$ cat config.mk
export PLATFORM = sky130hd
export DESIGN_NAME = ecm_top
export DESIGN_NICKNAME = d
export VERILOG_FILES = /design/src/pkg/ecm_pkg.sv /design/src/pkg/ecm_presc_if.sv /design/src/design/ecm_edge_prescaler.sv /design/src/design/ecm_top.sv
export SDC_FILE = /design/constraint.sdc
export NUM_CORES = 1
export LEC_CHECK = 0
export ABC_AREA = 1
export BUFFER_PORTS_ARGS = -buffer_cell sky130_fd_sc_hd__buf_2
export CORE_MARGIN = 4
export CORE_UTILIZATION = 40
export DETAILED_ROUTE_END_ITERATION = 10
export PLACE_DENSITY = 0.58
export SLEW_MARGIN = 10
export SYNTH_ARGS = -nofsm -noshare
export SYNTH_HDL_FRONTEND = slang
export SYNTH_HIERARCHICAL = 1
export SYNTH_SLANG_ARGS = --single-unit
$ cat constraint.sdc
create_clock -name clk -period 2.11 [get_ports clk]
set_clock_uncertainty 0.05 [all_clocks]
set_input_delay 0.3165 -clock clk [delete_from_list [all_inputs] [get_ports clk]]
set_output_delay 0.3165 -clock clk [all_outputs]
set_load 0.1 [all_outputs]
$ cat src/pkg/ecm_pkg.sv
// Behaviour
// RULE_01: Capture and compare use the 16-bit event timer; PWM uses the 8-bit period timer.
// RULE_02: Mode 0000 turns capture, compare and PWM off and returns the module to idle.
// RULE_03: Software must not program the reserved modes 0001 and 0011, which do nothing.
// RULE_04: Mode 0010 toggles the compare pin on each timer match and sets the module flag.
// RULE_05: Mode 0100 captures the timer on each falling edge, mode 0101 on each rising edge.
// RULE_06: Mode 0110 captures on every fourth rising edge, mode 0111 on every sixteenth.
// RULE_07: In PWM the duty low field gives the two low bits of a 10-bit duty over the low byte.
// RULE_08: All eight control bits are read/write and reset to zero, leaving the module off.
// RULE_09: A new capture overwrites the held 16-bit value even if it was never read.
// RULE_10: Mode 1010 only raises the flag on a match and leaves the compare pin undriven.
// RULE_11: Mode 1011 clears the event timer on a match, without overflow, and starts the ADC.
// RULE_12: The edge prescaler clears when off, outside capture or on reset, not on a reselect.
// RULE_13: Modes 11xx select PWM; bit 1 inverts the A/C pair and bit 0 inverts the B/D pair.
package ecm_pkg;

  // ----------------------------------------------------------------
  // register map
  // ----------------------------------------------------------------
  localparam int         ADDR_W          = 3;
  localparam logic [2:0] ADDR_CONTROL    = 3'h0;
  localparam logic [2:0] ADDR_CC_LOW     = 3'h1;
  localparam logic [2:0] ADDR_CC_HIGH    = 3'h2;
  localparam logic [2:0] ADDR_STATUS     = 3'h3;
  localparam logic [2:0] ADDR_MASK       = 3'h4;
  localparam logic [7:0] CONTROL_RESET   = 8'h00;
  localparam logic [7:0] READ_UNMAPPED   = 8'h00;

  // ----------------------------------------------------------------
  // control field positions
  // ----------------------------------------------------------------
  localparam int BRIDGE_MSB = 7;
  localparam int BRIDGE_LSB = 6;
  localparam int DUTY_MSB   = 5;
  localparam int DUTY_LSB   = 4;
  localparam int MODE_MSB   = 3;
  localparam int MODE_LSB   = 0;
  localparam int FLAG_BIT   = 0;
  localparam int POL_AC_BIT = 1;
  localparam int POL_BD_BIT = 0;

  // ----------------------------------------------------------------
  // mode codes
  // ----------------------------------------------------------------
  localparam logic [3:0] MODE_OFF       = 4'h0;
  localparam logic [3:0] MODE_RSVD_A    = 4'h1;
  localparam logic [3:0] MODE_CMP_TOG   = 4'h2;
  localparam logic [3:0] MODE_RSVD_B    = 4'h3;
  localparam logic [3:0] MODE_CAP_FALL  = 4'h4;
  localparam logic [3:0] MODE_CAP_RISE  = 4'h5;
  localparam logic [3:0] MODE_CAP_R4    = 4'h6;
  localparam logic [3:0] MODE_CAP_R16   = 4'h7;
  localparam logic [3:0] MODE_CMP_SET   = 4'h8;
  localparam logic [3:0] MODE_CMP_CLR   = 4'h9;
  localparam logic [3:0] MODE_CMP_SWI   = 4'hA;
  localparam logic [3:0] MODE_CMP_SPEC  = 4'hB;
  localparam logic [1:0] GROUP_CAPTURE  = 2'h1;
  localparam logic [1:0] GROUP_COMPARE  = 2'h2;
  localparam logic [1:0] GROUP_PWM      = 2'h3;

  // ----------------------------------------------------------------
  // bridge steering and prescaler
  // ----------------------------------------------------------------
  localparam logic [1:0] BRIDGE_SINGLE  = 2'h0;
  localparam logic [1:0] BRIDGE_FWD     = 2'h1;
  localparam logic [1:0] BRIDGE_HALF    = 2'h2;
  localparam logic [1:0] BRIDGE_REV     = 2'h3;
  localparam int         PRESC_W        = 4;
  localparam logic [1:0] PRESC_LAST4    = 2'h3;
  localparam logic [3:0] PRESC_LAST16   = 4'hF;
  localparam logic [3:0] PRESC_RESET    = 4'h0;

endpackage

$ cat src/pkg/ecm_presc_if.sv
`timescale 1ns/10ps
// carries the edge prescaler handshake between top and counter
interface ecm_presc_if;
  logic                        clr;
  logic                        rise;
  logic [ecm_pkg::PRESC_W-1:0] count;
  modport ctl (output clr, output rise, input count);
  modport cnt (input clr, input rise, output count);
endinterface

$ cat src/design/ecm_edge_prescaler.sv
`timescale 1ns/10ps
module ecm_edge_prescaler (
  input  wire logic clk,
  input  wire logic sys_rst,
  ecm_presc_if.cnt  pif
);

  // ----------------------------------------------------------------
  // rising edge counter
  // ----------------------------------------------------------------
  logic [ecm_pkg::PRESC_W-1:0] count_r;
  logic [ecm_pkg::PRESC_W-1:0] count_nxt;

  // wraps freely, so a change of divide ratio keeps the count
  always_comb begin
    count_nxt = count_r;
    if (pif.clr) begin
      count_nxt = ecm_pkg::PRESC_RESET;        // see RULE_12
    end else if (pif.rise) begin
      count_nxt = count_r + 4'h1;
    end
  end

  always_ff @(posedge clk or posedge sys_rst) begin
    if (sys_rst) begin
      count_r <= ecm_pkg::PRESC_RESET;         // see RULE_12
    end else begin
      count_r <= count_nxt;
    end
  end

  assign pif.count = count_r;

endmodule

$ cat src/design/ecm_top.sv
`timescale 1ns/10ps
module ecm_top (
  input  wire logic        clk,
  input  wire logic        sys_rst,
  input  wire logic [2:0]  reg_addr,
  input  wire logic [7:0]  reg_wdata,
  input  wire logic        reg_wr,
  input  wire logic        reg_rd,
  output logic      [7:0]  reg_rdata,
  input  wire logic        event_pin_i,
  output logic             event_pin_o,
  output logic             event_pin_oe,
  input  wire logic [15:0] event_timer_16,
  input  wire logic [7:0]  period_timer_8,
  input  wire logic [1:0]  period_timer_frac,
  input  wire logic        period_restart,
  output logic             bridge_out_a,
  output logic             bridge_out_b,
  output logic             bridge_out_c,
  output logic             bridge_out_d,
  output logic             bridge_oe_a,
  output logic             bridge_oe_b,
  output logic             bridge_oe_c,
  output logic             bridge_oe_d,
  output logic             timer_clear,
  output logic             adc_start,
  output logic             irq
);

  // ----------------------------------------------------------------
  // declarations
  // ----------------------------------------------------------------
  logic [7:0] ctrl_r;
  logic [7:0] ctrl_nxt;
  logic [7:0] cc_lo_r;
  logic [7:0] cc_lo_nxt;
  logic [7:0] cc_hi_r;
  logic [7:0] cc_hi_nxt;
  logic       flag_r;
  logic       flag_nxt;
  logic       mask_r;
  logic       mask_nxt;
  logic [7:0] rdata_r;
  logic [7:0] rdata_nxt;
  logic       irq_r;
  logic       irq_nxt;
  logic       pin_meta_r;
  logic       pin_sync_r;
  logic       pin_prev_r;
  logic       eq_prev_r;
  logic       eq_prev_nxt;
  logic       cmp_out_r;
  logic       cmp_out_nxt;
  logic       pin_oe_r;
  logic       pin_oe_nxt;
  logic       tclr_r;
  logic       tclr_nxt;
  logic       adc_r;
  logic       adc_nxt;
  logic [9:0] duty_r;
  logic [9:0] duty_nxt;
  logic [3:0] bout_r;
  logic [3:0] bout_nxt;
  logic [3:0] boe_r;
  logic [3:0] boe_nxt;
  logic [3:0] mode;
  logic       is_off;
  logic       is_cap;
  logic       is_cmp;
  logic       is_pwm;
  logic       rise;
  logic       fall;
  logic       cap_hit;
  logic       cmp_eq;
  logic       cmp_hit;
  logic       pwm_raw;

  ecm_presc_if pif ();

  ecm_edge_prescaler u_presc (
    .clk     (clk),
    .sys_rst (sys_rst),
    .pif     (pif)
  );

  // ----------------------------------------------------------------
  // mode decode
  // ----------------------------------------------------------------
  // reserved codes fall in no group and so leave every action idle
  always_comb begin
    mode   = ctrl_r[ecm_pkg::MODE_MSB:ecm_pkg::MODE_LSB];
    is_off = (mode == ecm_pkg::MODE_OFF);                          // see RULE_02
    is_cap = (mode[3:2] == ecm_pkg::GROUP_CAPTURE);
    is_cmp = (mode == ecm_pkg::MODE_CMP_TOG) ||
             (mode[3:2] == ecm_pkg::GROUP_COMPARE);
    is_pwm = (mode[3:2] == ecm_pkg::GROUP_PWM);                    // see RULE_13
  end

  // ----------------------------------------------------------------
  // event pin synchroniser and edge detect
  // ----------------------------------------------------------------
  // meta stage feeds only the sync stage
  always_ff @(posedge clk or posedge sys_rst) begin
    if (sys_rst) begin
      pin_meta_r <= 1'b0;
      pin_sync_r <= 1'b0;
      pin_prev_r <= 1'b0;
    end else begin
      pin_meta_r <= event_pin_i;
      pin_sync_r <= pin_meta_r;
      pin_prev_r <= pin_sync_r;
    end
  end

  // ----------------------------------------------------------------
  // capture trigger
  // ----------------------------------------------------------------
  always_comb begin
    rise     = pin_sync_r & ~pin_prev_r;
    fall     = ~pin_sync_r & pin_prev_r;
    pif.clr  = ~is_cap;                                            // see RULE_12
    pif.rise = rise & is_cap;
    case (mode)
      ecm_pkg::MODE_CAP_FALL: cap_hit = fall;                      // see RULE_05
      ecm_pkg::MODE_CAP_RISE: cap_hit = rise;                      // see RULE_05
      ecm_pkg::MODE_CAP_R4:   cap_hit = rise &&
                                (pif.count[1:0] == ecm_pkg::PRESC_LAST4);  // see RULE_06
      ecm_pkg::MODE_CAP_R16:  cap_hit = rise &&
                                (pif.count == ecm_pkg::PRESC_LAST16);      // see RULE_06
      default:                cap_hit = 1'b0;
    endcase
  end

  // ----------------------------------------------------------------
  // compare match
  // ----------------------------------------------------------------
  // only the first cycle of equality counts, a stalled timer gives one event
  always_comb begin
    cmp_eq      = (event_timer_16 == {cc_hi_r, cc_lo_r});          // see RULE_01
    cmp_hit     = is_cmp & cmp_eq & ~eq_prev_r;
    eq_prev_nxt = is_cmp & cmp_eq;
    cmp_out_nxt = cmp_out_r;
    if (is_off) begin
      cmp_out_nxt = 1'b0;                                          // see RULE_02
    end else if (cmp_hit) begin
      case (mode)
        ecm_pkg::MODE_CMP_TOG: cmp_out_nxt = ~cmp_out_r;           // see RULE_04
        ecm_pkg::MODE_CMP_SET: cmp_out_nxt = 1'b1;
        ecm_pkg::MODE_CMP_CLR: cmp_out_nxt = 1'b0;
        default:               cmp_out_nxt = cmp_out_r;
      endcase
    end
    pin_oe_nxt = is_cmp && (mode != ecm_pkg::MODE_CMP_SWI);        // see RULE_10
    tclr_nxt   = cmp_hit && (mode == ecm_pkg::MODE_CMP_SPEC);      // see RULE_11
    adc_nxt    = cmp_hit && (mode == ecm_pkg::MODE_CMP_SPEC);      // see RULE_11
  end

  always_ff @(posedge clk or posedge sys_rst) begin
    if (sys_rst) begin
      eq_prev_r <= 1'b0;
      cmp_out_r <= 1'b0;
      pin_oe_r  <= 1'b0;
      tclr_r    <= 1'b0;
      adc_r     <= 1'b0;
    end else begin
      eq_prev_r <= eq_prev_nxt;
      cmp_out_r <= cmp_out_nxt;
      pin_oe_r  <= pin_oe_nxt;
      tclr_r    <= tclr_nxt;
      adc_r     <= adc_nxt;
    end
  end

  // ----------------------------------------------------------------
  // register file, flag and interrupt
  // ----------------------------------------------------------------
  // hardware set wins over the one-to-clear write in the same cycle
  always_comb begin
    ctrl_nxt  = ctrl_r;
    cc_lo_nxt = cc_lo_r;
    cc_hi_nxt = cc_hi_r;
    flag_nxt  = flag_r;
    mask_nxt  = mask_r;
    rdata_nxt = ecm_pkg::READ_UNMAPPED;
    if (reg_wr) begin
      case (reg_addr)
        ecm_pkg::ADDR_CONTROL: ctrl_nxt  = reg_wdata;              // see RULE_08
        ecm_pkg::ADDR_CC_LOW:  cc_lo_nxt = reg_wdata;
        ecm_pkg::ADDR_CC_HIGH: cc_hi_nxt = reg_wdata;
        ecm_pkg::ADDR_STATUS:  if (reg_wdata[ecm_pkg::FLAG_BIT]) begin
          flag_nxt = 1'b0;
        end
        ecm_pkg::ADDR_MASK:    mask_nxt  = reg_wdata[ecm_pkg::FLAG_BIT];
        default:               ctrl_nxt  = ctrl_r;
      endcase
    end
    if (cap_hit) begin
      {cc_hi_nxt, cc_lo_nxt} = event_timer_16;                     // see RULE_09
    end
    if (cap_hit | cmp_hit) begin
      flag_nxt = 1'b1;                                             // see RULE_04
    end
    if (reg_rd) begin
      case (reg_addr)
        ecm_pkg::ADDR_CONTROL: rdata_nxt = ctrl_r;                 // see RULE_08
        ecm_pkg::ADDR_CC_LOW:  rdata_nxt = cc_lo_r;
        ecm_pkg::ADDR_CC_HIGH: rdata_nxt = cc_hi_r;
        ecm_pkg::ADDR_STATUS:  rdata_nxt = {7'h00, flag_r};
        ecm_pkg::ADDR_MASK:    rdata_nxt = {7'h00, mask_r};
        default:               rdata_nxt = ecm_pkg::READ_UNMAPPED;
      endcase
    end
    irq_nxt = flag_nxt & mask_nxt;
  end

  always_ff @(posedge clk or posedge sys_rst) begin
    if (sys_rst) begin
      ctrl_r  <= ecm_pkg::CONTROL_RESET;                           // see RULE_08
      cc_lo_r <= 8'h00;
      cc_hi_r <= 8'h00;
      flag_r  <= 1'b0;
      mask_r  <= 1'b0;
      rdata_r <= ecm_pkg::READ_UNMAPPED;
      irq_r   <= 1'b0;
    end else begin
      ctrl_r  <= ctrl_nxt;
      cc_lo_r <= cc_lo_nxt;
      cc_hi_r <= cc_hi_nxt;
      flag_r  <= flag_nxt;
      mask_r  <= mask_nxt;
      rdata_r <= rdata_nxt;
      irq_r   <= irq_nxt;
    end
  end

  // ----------------------------------------------------------------
  // pwm duty and bridge steering
  // ----------------------------------------------------------------
  // duty reloads only at a period start so a period never sees half an update
  always_comb begin
    logic [3:0] act;
    act      = 4'h0;
    duty_nxt = duty_r;
    if (!is_pwm) begin
      duty_nxt = 10'h000;
    end else if (period_restart) begin
      duty_nxt = {cc_lo_r, ctrl_r[ecm_pkg::DUTY_MSB:ecm_pkg::DUTY_LSB]};  // see RULE_07
    end
    pwm_raw = ({period_timer_8, period_timer_frac} < duty_r);      // see RULE_01
    boe_nxt = 4'h0;
    if (is_pwm) begin
      case (ctrl_r[ecm_pkg::BRIDGE_MSB:ecm_pkg::BRIDGE_LSB])
        ecm_pkg::BRIDGE_SINGLE: begin
          act     = {3'h0, pwm_raw};
          boe_nxt = 4'h1;
        end
        ecm_pkg::BRIDGE_FWD: begin
          act     = {pwm_raw, 2'h0, 1'b1};
          boe_nxt = 4'hF;
        end
        ecm_pkg::BRIDGE_HALF: begin
          act     = {2'h0, ~pwm_raw, pwm_raw};
          boe_nxt = 4'h3;
        end
        ecm_pkg::BRIDGE_REV: begin
          act     = {1'b0, 1'b1, pwm_raw, 1'b0};
          boe_nxt = 4'hF;
        end
        default: begin
          act     = 4'h0;
          boe_nxt = 4'h0;
        end
      endcase
    end
    // bit order d,c,b,a; polarity only applies while in pwm
    bout_nxt = act ^ ({4{is_pwm}} & {mode[ecm_pkg::POL_BD_BIT],
                                     mode[ecm_pkg::POL_AC_BIT],
                                     mode[ecm_pkg::POL_BD_BIT],
                                     mode[ecm_pkg::POL_AC_BIT]});  // see RULE_13
  end

  always_ff @(posedge clk or posedge sys_rst) begin
    if (sys_rst) begin
      duty_r <= 10'h000;
      bout_r <= 4'h0;
      boe_r  <= 4'h0;
    end else begin
      duty_r <= duty_nxt;
      bout_r <= bout_nxt;
      boe_r  <= boe_nxt;
    end
  end

  // ----------------------------------------------------------------
  // outputs
  // ----------------------------------------------------------------
  assign reg_rdata    = rdata_r;
  assign event_pin_o  = cmp_out_r;
  assign event_pin_oe = pin_oe_r;
  assign bridge_out_a = bout_r[0];
  assign bridge_out_b = bout_r[1];
  assign bridge_out_c = bout_r[2];
  assign bridge_out_d = bout_r[3];
  assign bridge_oe_a  = boe_r[0];
  assign bridge_oe_b  = boe_r[1];
  assign bridge_oe_c  = boe_r[2];
  assign bridge_oe_d  = boe_r[3];
  assign timer_clear  = tclr_r;
  assign adc_start    = adc_r;
  assign irq          = irq_r;

endmodule

* Word level (Yosys, flattened, before mapping)
Cells that the tools add are included. W data, S select, Z words.
Operators by class: add/sub/neg operators 1, order comparisons 1, eq/ne operators 24, muxes and demuxes 26, bitwise gates (word level) 14, reductions and logical operators 18
Operators with widths (number):
- $mux W8 | 7
- $pmux W8 S5 | 1
- $mux W10 | 2
- $eq A16 B16 Y1 | 1
- $eq A4 B3 Y1 const B | 4
- $eq A4 B4 Y1 const B | 4
- $mux W4 | 4
- $pmux W4 S4 | 1
- $pmux W4 S3 | 1
- $eq A2 B2 Y1 const B | 5
- $lt A10 B10 Y1 | 1
- $mux W1 | 8
- $reduce_and A2 Y1 | 4
- $reduce_bool A2 Y1 | 4
- $and A1 B1 Y1 | 6
- $eq A3 B2 Y1 const B | 2
- $not A1 Y1 | 5
- $add A4 B1 Y4 const B | 1
- $and A4 B4 Y4 | 1
- $eq A2 B1 Y1 const B | 2
- $eq A4 B2 Y1 const B | 1
- $logic_and A1 B1 Y1 | 4
- $logic_not A4 Y1 | 1
- $ne A4 B4 Y1 const B | 1
- other kinds (13) | 13
Storage, ports and cells: register bits after elaboration 64, input port bits 43, output and inout bits 21, logic and storage cells 102

* Logic depth before layout (Yosys ltp)
word-level depth 7, depth in mapped cells 11

* Hierarchy
Netlist, hierarchy kept.
Modules (own cells, without submodules):
- ecm_top | times used 1, cells each 423, area an instance 3218.1 um2
- ecm_edge_prescaler | times used 1, cells each 24, area an instance 193.9 um2

* Least setup slack after synthesis
Ideal clock, no wire load.
kind flip-flop to output port, start register, netlist name boe_r[2], end output bridge_oe_d, arrival 1324 ps, path slack 420 ps, cell stages (with the launch flop) 2, buffers on the path 1, cell sequence dfrtp_1 > buf_4
RTL lines:
- to (decl) | line ecm_top.sv:24 | output logic bridge_oe_d,

* Worst setup path after layout
start register ctrl_r[1], end register adc_r, in the netlist adc_start
On the way: longest elaborated chain between the ends 5, elaborated cells on any way between the ends 6, classes of those cells eq/ne: 2; bitwise: 2; reduce/logical: 2
Ends and longest elaborated chain:
- from (decl) | line ecm_top.sv:33 | logic [7:0] ctrl_r;
- from (signal assigned) | line ecm_top.sv:218 | ctrl_r <= ecm_pkg::CONTROL_RESET;
- from (signal assigned) | line ecm_top.sv:226 | ctrl_r <= ctrl_nxt;
- $eq A4 B2 Y1 | line ecm_top.sv:94 | is_cmp = (mode == ecm_pkg::MODE_CMP_TOG) ||
- $logic_or A1 B1 Y1 | line ecm_top.sv:94
- $and A1 B1 Y1 (2 in series) | line ecm_top.sv:140 | cmp_hit = is_cmp & cmp_eq & ~eq_prev_r;
- $logic_and A1 B1 Y1 (*) | line ecm_top.sv:155 | adc_nxt = cmp_hit && (mode == ecm_pkg::MODE_CMP_SPEC);
- named net adc_nxt | line ecm_top.sv:59 | logic adc_nxt;
- to (signal assigned) | line ecm_top.sv:170 | adc_r <= adc_nxt;
- to (decl) | line ecm_top.sv:58 | logic adc_r;
Mark *: on every way through the listed nets, which the timed path passes. The rest lies on a longest branch. A chain may end at the register's enable or synchronous reset.

==> out/qor.txt <==
CP Launch Type: flop
H-tree Lvls: 3
DP Worst Slack: 364 ps
Routed Antenna Nets: 0
DRT Pass-1 Iters: 4
Clock Path Buffers: 2
die area: 10100 um2
maximum fanout along the worst path: 7
antenna violations before repair: 0
fillers: 881
min-delay src: event_pin_i
final worst slack: 346 ps
Worst setup startpoint: ctrl_r[1]
Critical-path top delay cell: dfrtp_1
post-synth top area cell: dfrtp_1
vias in the first global route: 2962
commonest cells in the netlist: nand2_1 (126), inv_1 (74), dfrtp_1 (63), nor2_1 (39), o21ai_0 (29)
Hold Crit Class: in2reg
EDFF count, synth: 0
CTS clk-pin slew, worst paths: 60 ps
post_cts resized: 0
clk root buf: clkbuf_8
Synthesized Nets: 500
slowest stage delay, CP: 420 ps
max-slew violation count: 0
largest family of logic cells by synthesized area: simple AND/OR/NAND/NOR gates
async set-reset flop share out of synthesis: 1.00
fraction of layout cells with a size suffix above 1: 0.190
CTS Buf Count: 9
maxcap violations: 0
reg-to-reg slack, setup: 350 ps
Max Fclk: 567 MHz
WL final: 8930 um
GRT overflow: 0
Site Rows: 33
Initial Utilization: 0.413
Synth cell types: 32
global-route usage over all layers: 0.189
Synth Flop Type: dfrtp_1
pwr dens: 981 nW/um2
static leakage: 2.18 nW
Setup CP Type: reg2reg
Area Growth Syn to Fin: 19.0%
Levels on crit path: 7
Worst Path Buf+Inv: 1
Final GP Congestion: 0.923
Power, Total: 0.00398 W
CP delay by family, top: simple AND/OR/NAND/NOR gates
RR Startpoint: ctrl_r[1]
Die Height: 100 um
Via density: 4.92
Reg area: 1580 um2
Yosys reg bits: 63
RSZ-0062 raised after global routing: no
Post-route DRC: 0
Worst Setup End Kind: flop
top cell type's share of synthesized area: 0.462
num ports: 64
TNS Setup: 0 ps
CTS sink cnt: 63
Final Net Count: 573
mux contribution to synthesized area: 0
CP endpoint: adc_start
area of the multi-input gates: 1490 um2
Worst R2R Path Depth: 7
final non-filler cell total: 627
number of I/O port buffers: 63
Synth Instances: 447
final period utilization: 0.836
post-layout minimum cycle time: 1760 ps
top-count cell post-synth: nand2_1
CP Cell Sequence: inv_2 > nor2_1 > nand3_1 > nand2_1 > and3_1 > nand4_1 > nor3_1
Final Util: 0.492
Post-Syn Area per Cell: 7.63 um2
Area contributors post-synth: dfrtp_1 (46%), nand2_1 (14%), inv_1 (8.1%)
Compound-Gate Fraction of Synth Area: 0.140
Antenna Cells: 0
Die Width: 100 um
Via Count: 3084
Hold Path Stages: 1
Core ar.: 8260 um2
worst vdd ir: 0.000544 V
CTS tree: done
Routed WL per cell: 14.2 um
final-report hold violation count: 0
Post-Synth XOR/XNOR Area: 0.0103
Synth Area in Adders: 0.0367
Reg-to-Reg End: adc_start
DP Wirelength: 6980 um
worst slew pin tran: 547 ps
crit path DAT: 1940 ps
Synth Area in Simple Gates: 0.249
first-pass GRT wire length: 14600 um
DRT iter0 DRCs: 166
Yosys Warn Count: 6
latest clock arrival within the worst-skew pair: 340 ps
Crit path required time: 2290 ps
Rel. slew slack: 0.634
Cells after DPL: 613
largest net degree at the start of global routing: 40
Final setup viols: 0
post-synthesis sequential area ratio: 0.462
synthesized area: 3410 um2
status: completed
==> what timing repair did <==
| item | in CTS | in global routing |
|---|---|---|
| hold buffers | 1 | 0 |
| setup buffers | 0 | 0 |
| hold endpoints to repair | 24 | 0 |
==> power by group <==
| group | internal [W] | total [W] | switching, W |
|---|---|---|---|
| clock | 0.000591 | 0.00104 | 0.000446 |
| combinational | 0.000371 | 0.00136 | 0.000992 |
| sequential | 0.00144 | 0.00158 | 0.000144 |
| total | 0.00240 | 0.00398 | 0.00158 |
==> sequential cells by signal, indices dropped and copies added (netlist names), 3 cells and up <==
name and cells:
reg_rdata 8, cc_lo_r 8, boe_r 3, bout_r 4
duty_r 10, cc_hi_r 8, ctrl_r 8, u_presc/pif.count 4
==> layout by cell type, fill, tap and decap left out, types with 2 or more instances in the layout <==
master,n
a21oi_1,21
inv_2,4
xor2_1,4
o21ai_0,29
nor2_1,39
o21ai_2,2
nand3_1,16
nor3_1,4
and3_1,2
inv_1,73
nand2_1,126
buf_2,63
nand2_2,3
a211oi_1,2
nor2_2,5
nand4_1,5
clkbuf_8,11
ha_1,10
o21a_1,2
o221ai_1,4
o21ai_1,2
o211ai_1,12
buf_4,5
dfrtp_1,63
o22ai_1,5
==> final cells by class <==
class,count,area share
Multi-Input combinational cell,298,0.367
Inverter,78,0.0727
Tap cell,105,0.0323
Timing Repair Buffer,70,0.0943
Clock buffer,12,0.0382
Clock inverter,1,0.00739
Sequential cell,63,0.388
==> worst min-delay path by stage <==
stage          slack [ps]              endpoint
2_1_floorplan          30  u_presc/pif.count[0]
3_3_place_gp          180  u_presc/pif.count[3]
3_5_place_dp          180  u_presc/pif.count[3]
4_1_cts                20            pin_meta_r
5_1_grt                20            pin_meta_r
6_report               30            pin_meta_r
==> cells by family after synthesis <==
family / count (synthesis)
adder cells (fa/ha/maj): 10
AO/OA/AOI/OAI: 81
buffers and inverters: 86
flip-flops: 63
XOR/XNOR: 4
AND/OR/NAND/NOR: 203
==> through the flow <==
stage	hold WS, ps	instance area [um2]
floorplan	32.6	3410
global placement	176	3870
detailed placement	179	3870
CTS	20.4	4060
global route	22.6	4060
finish	34.7	4060
==> metal layers <==
metal  vias up  track usage  wire length (um)
met5         -            0                 0
met4         0       0.0653               153
met3        17       0.0417               563
met2        81        0.295              4030
met1      1416        0.261              4180
li1       1570            -                 -
(Power assumes the default switching activity.)
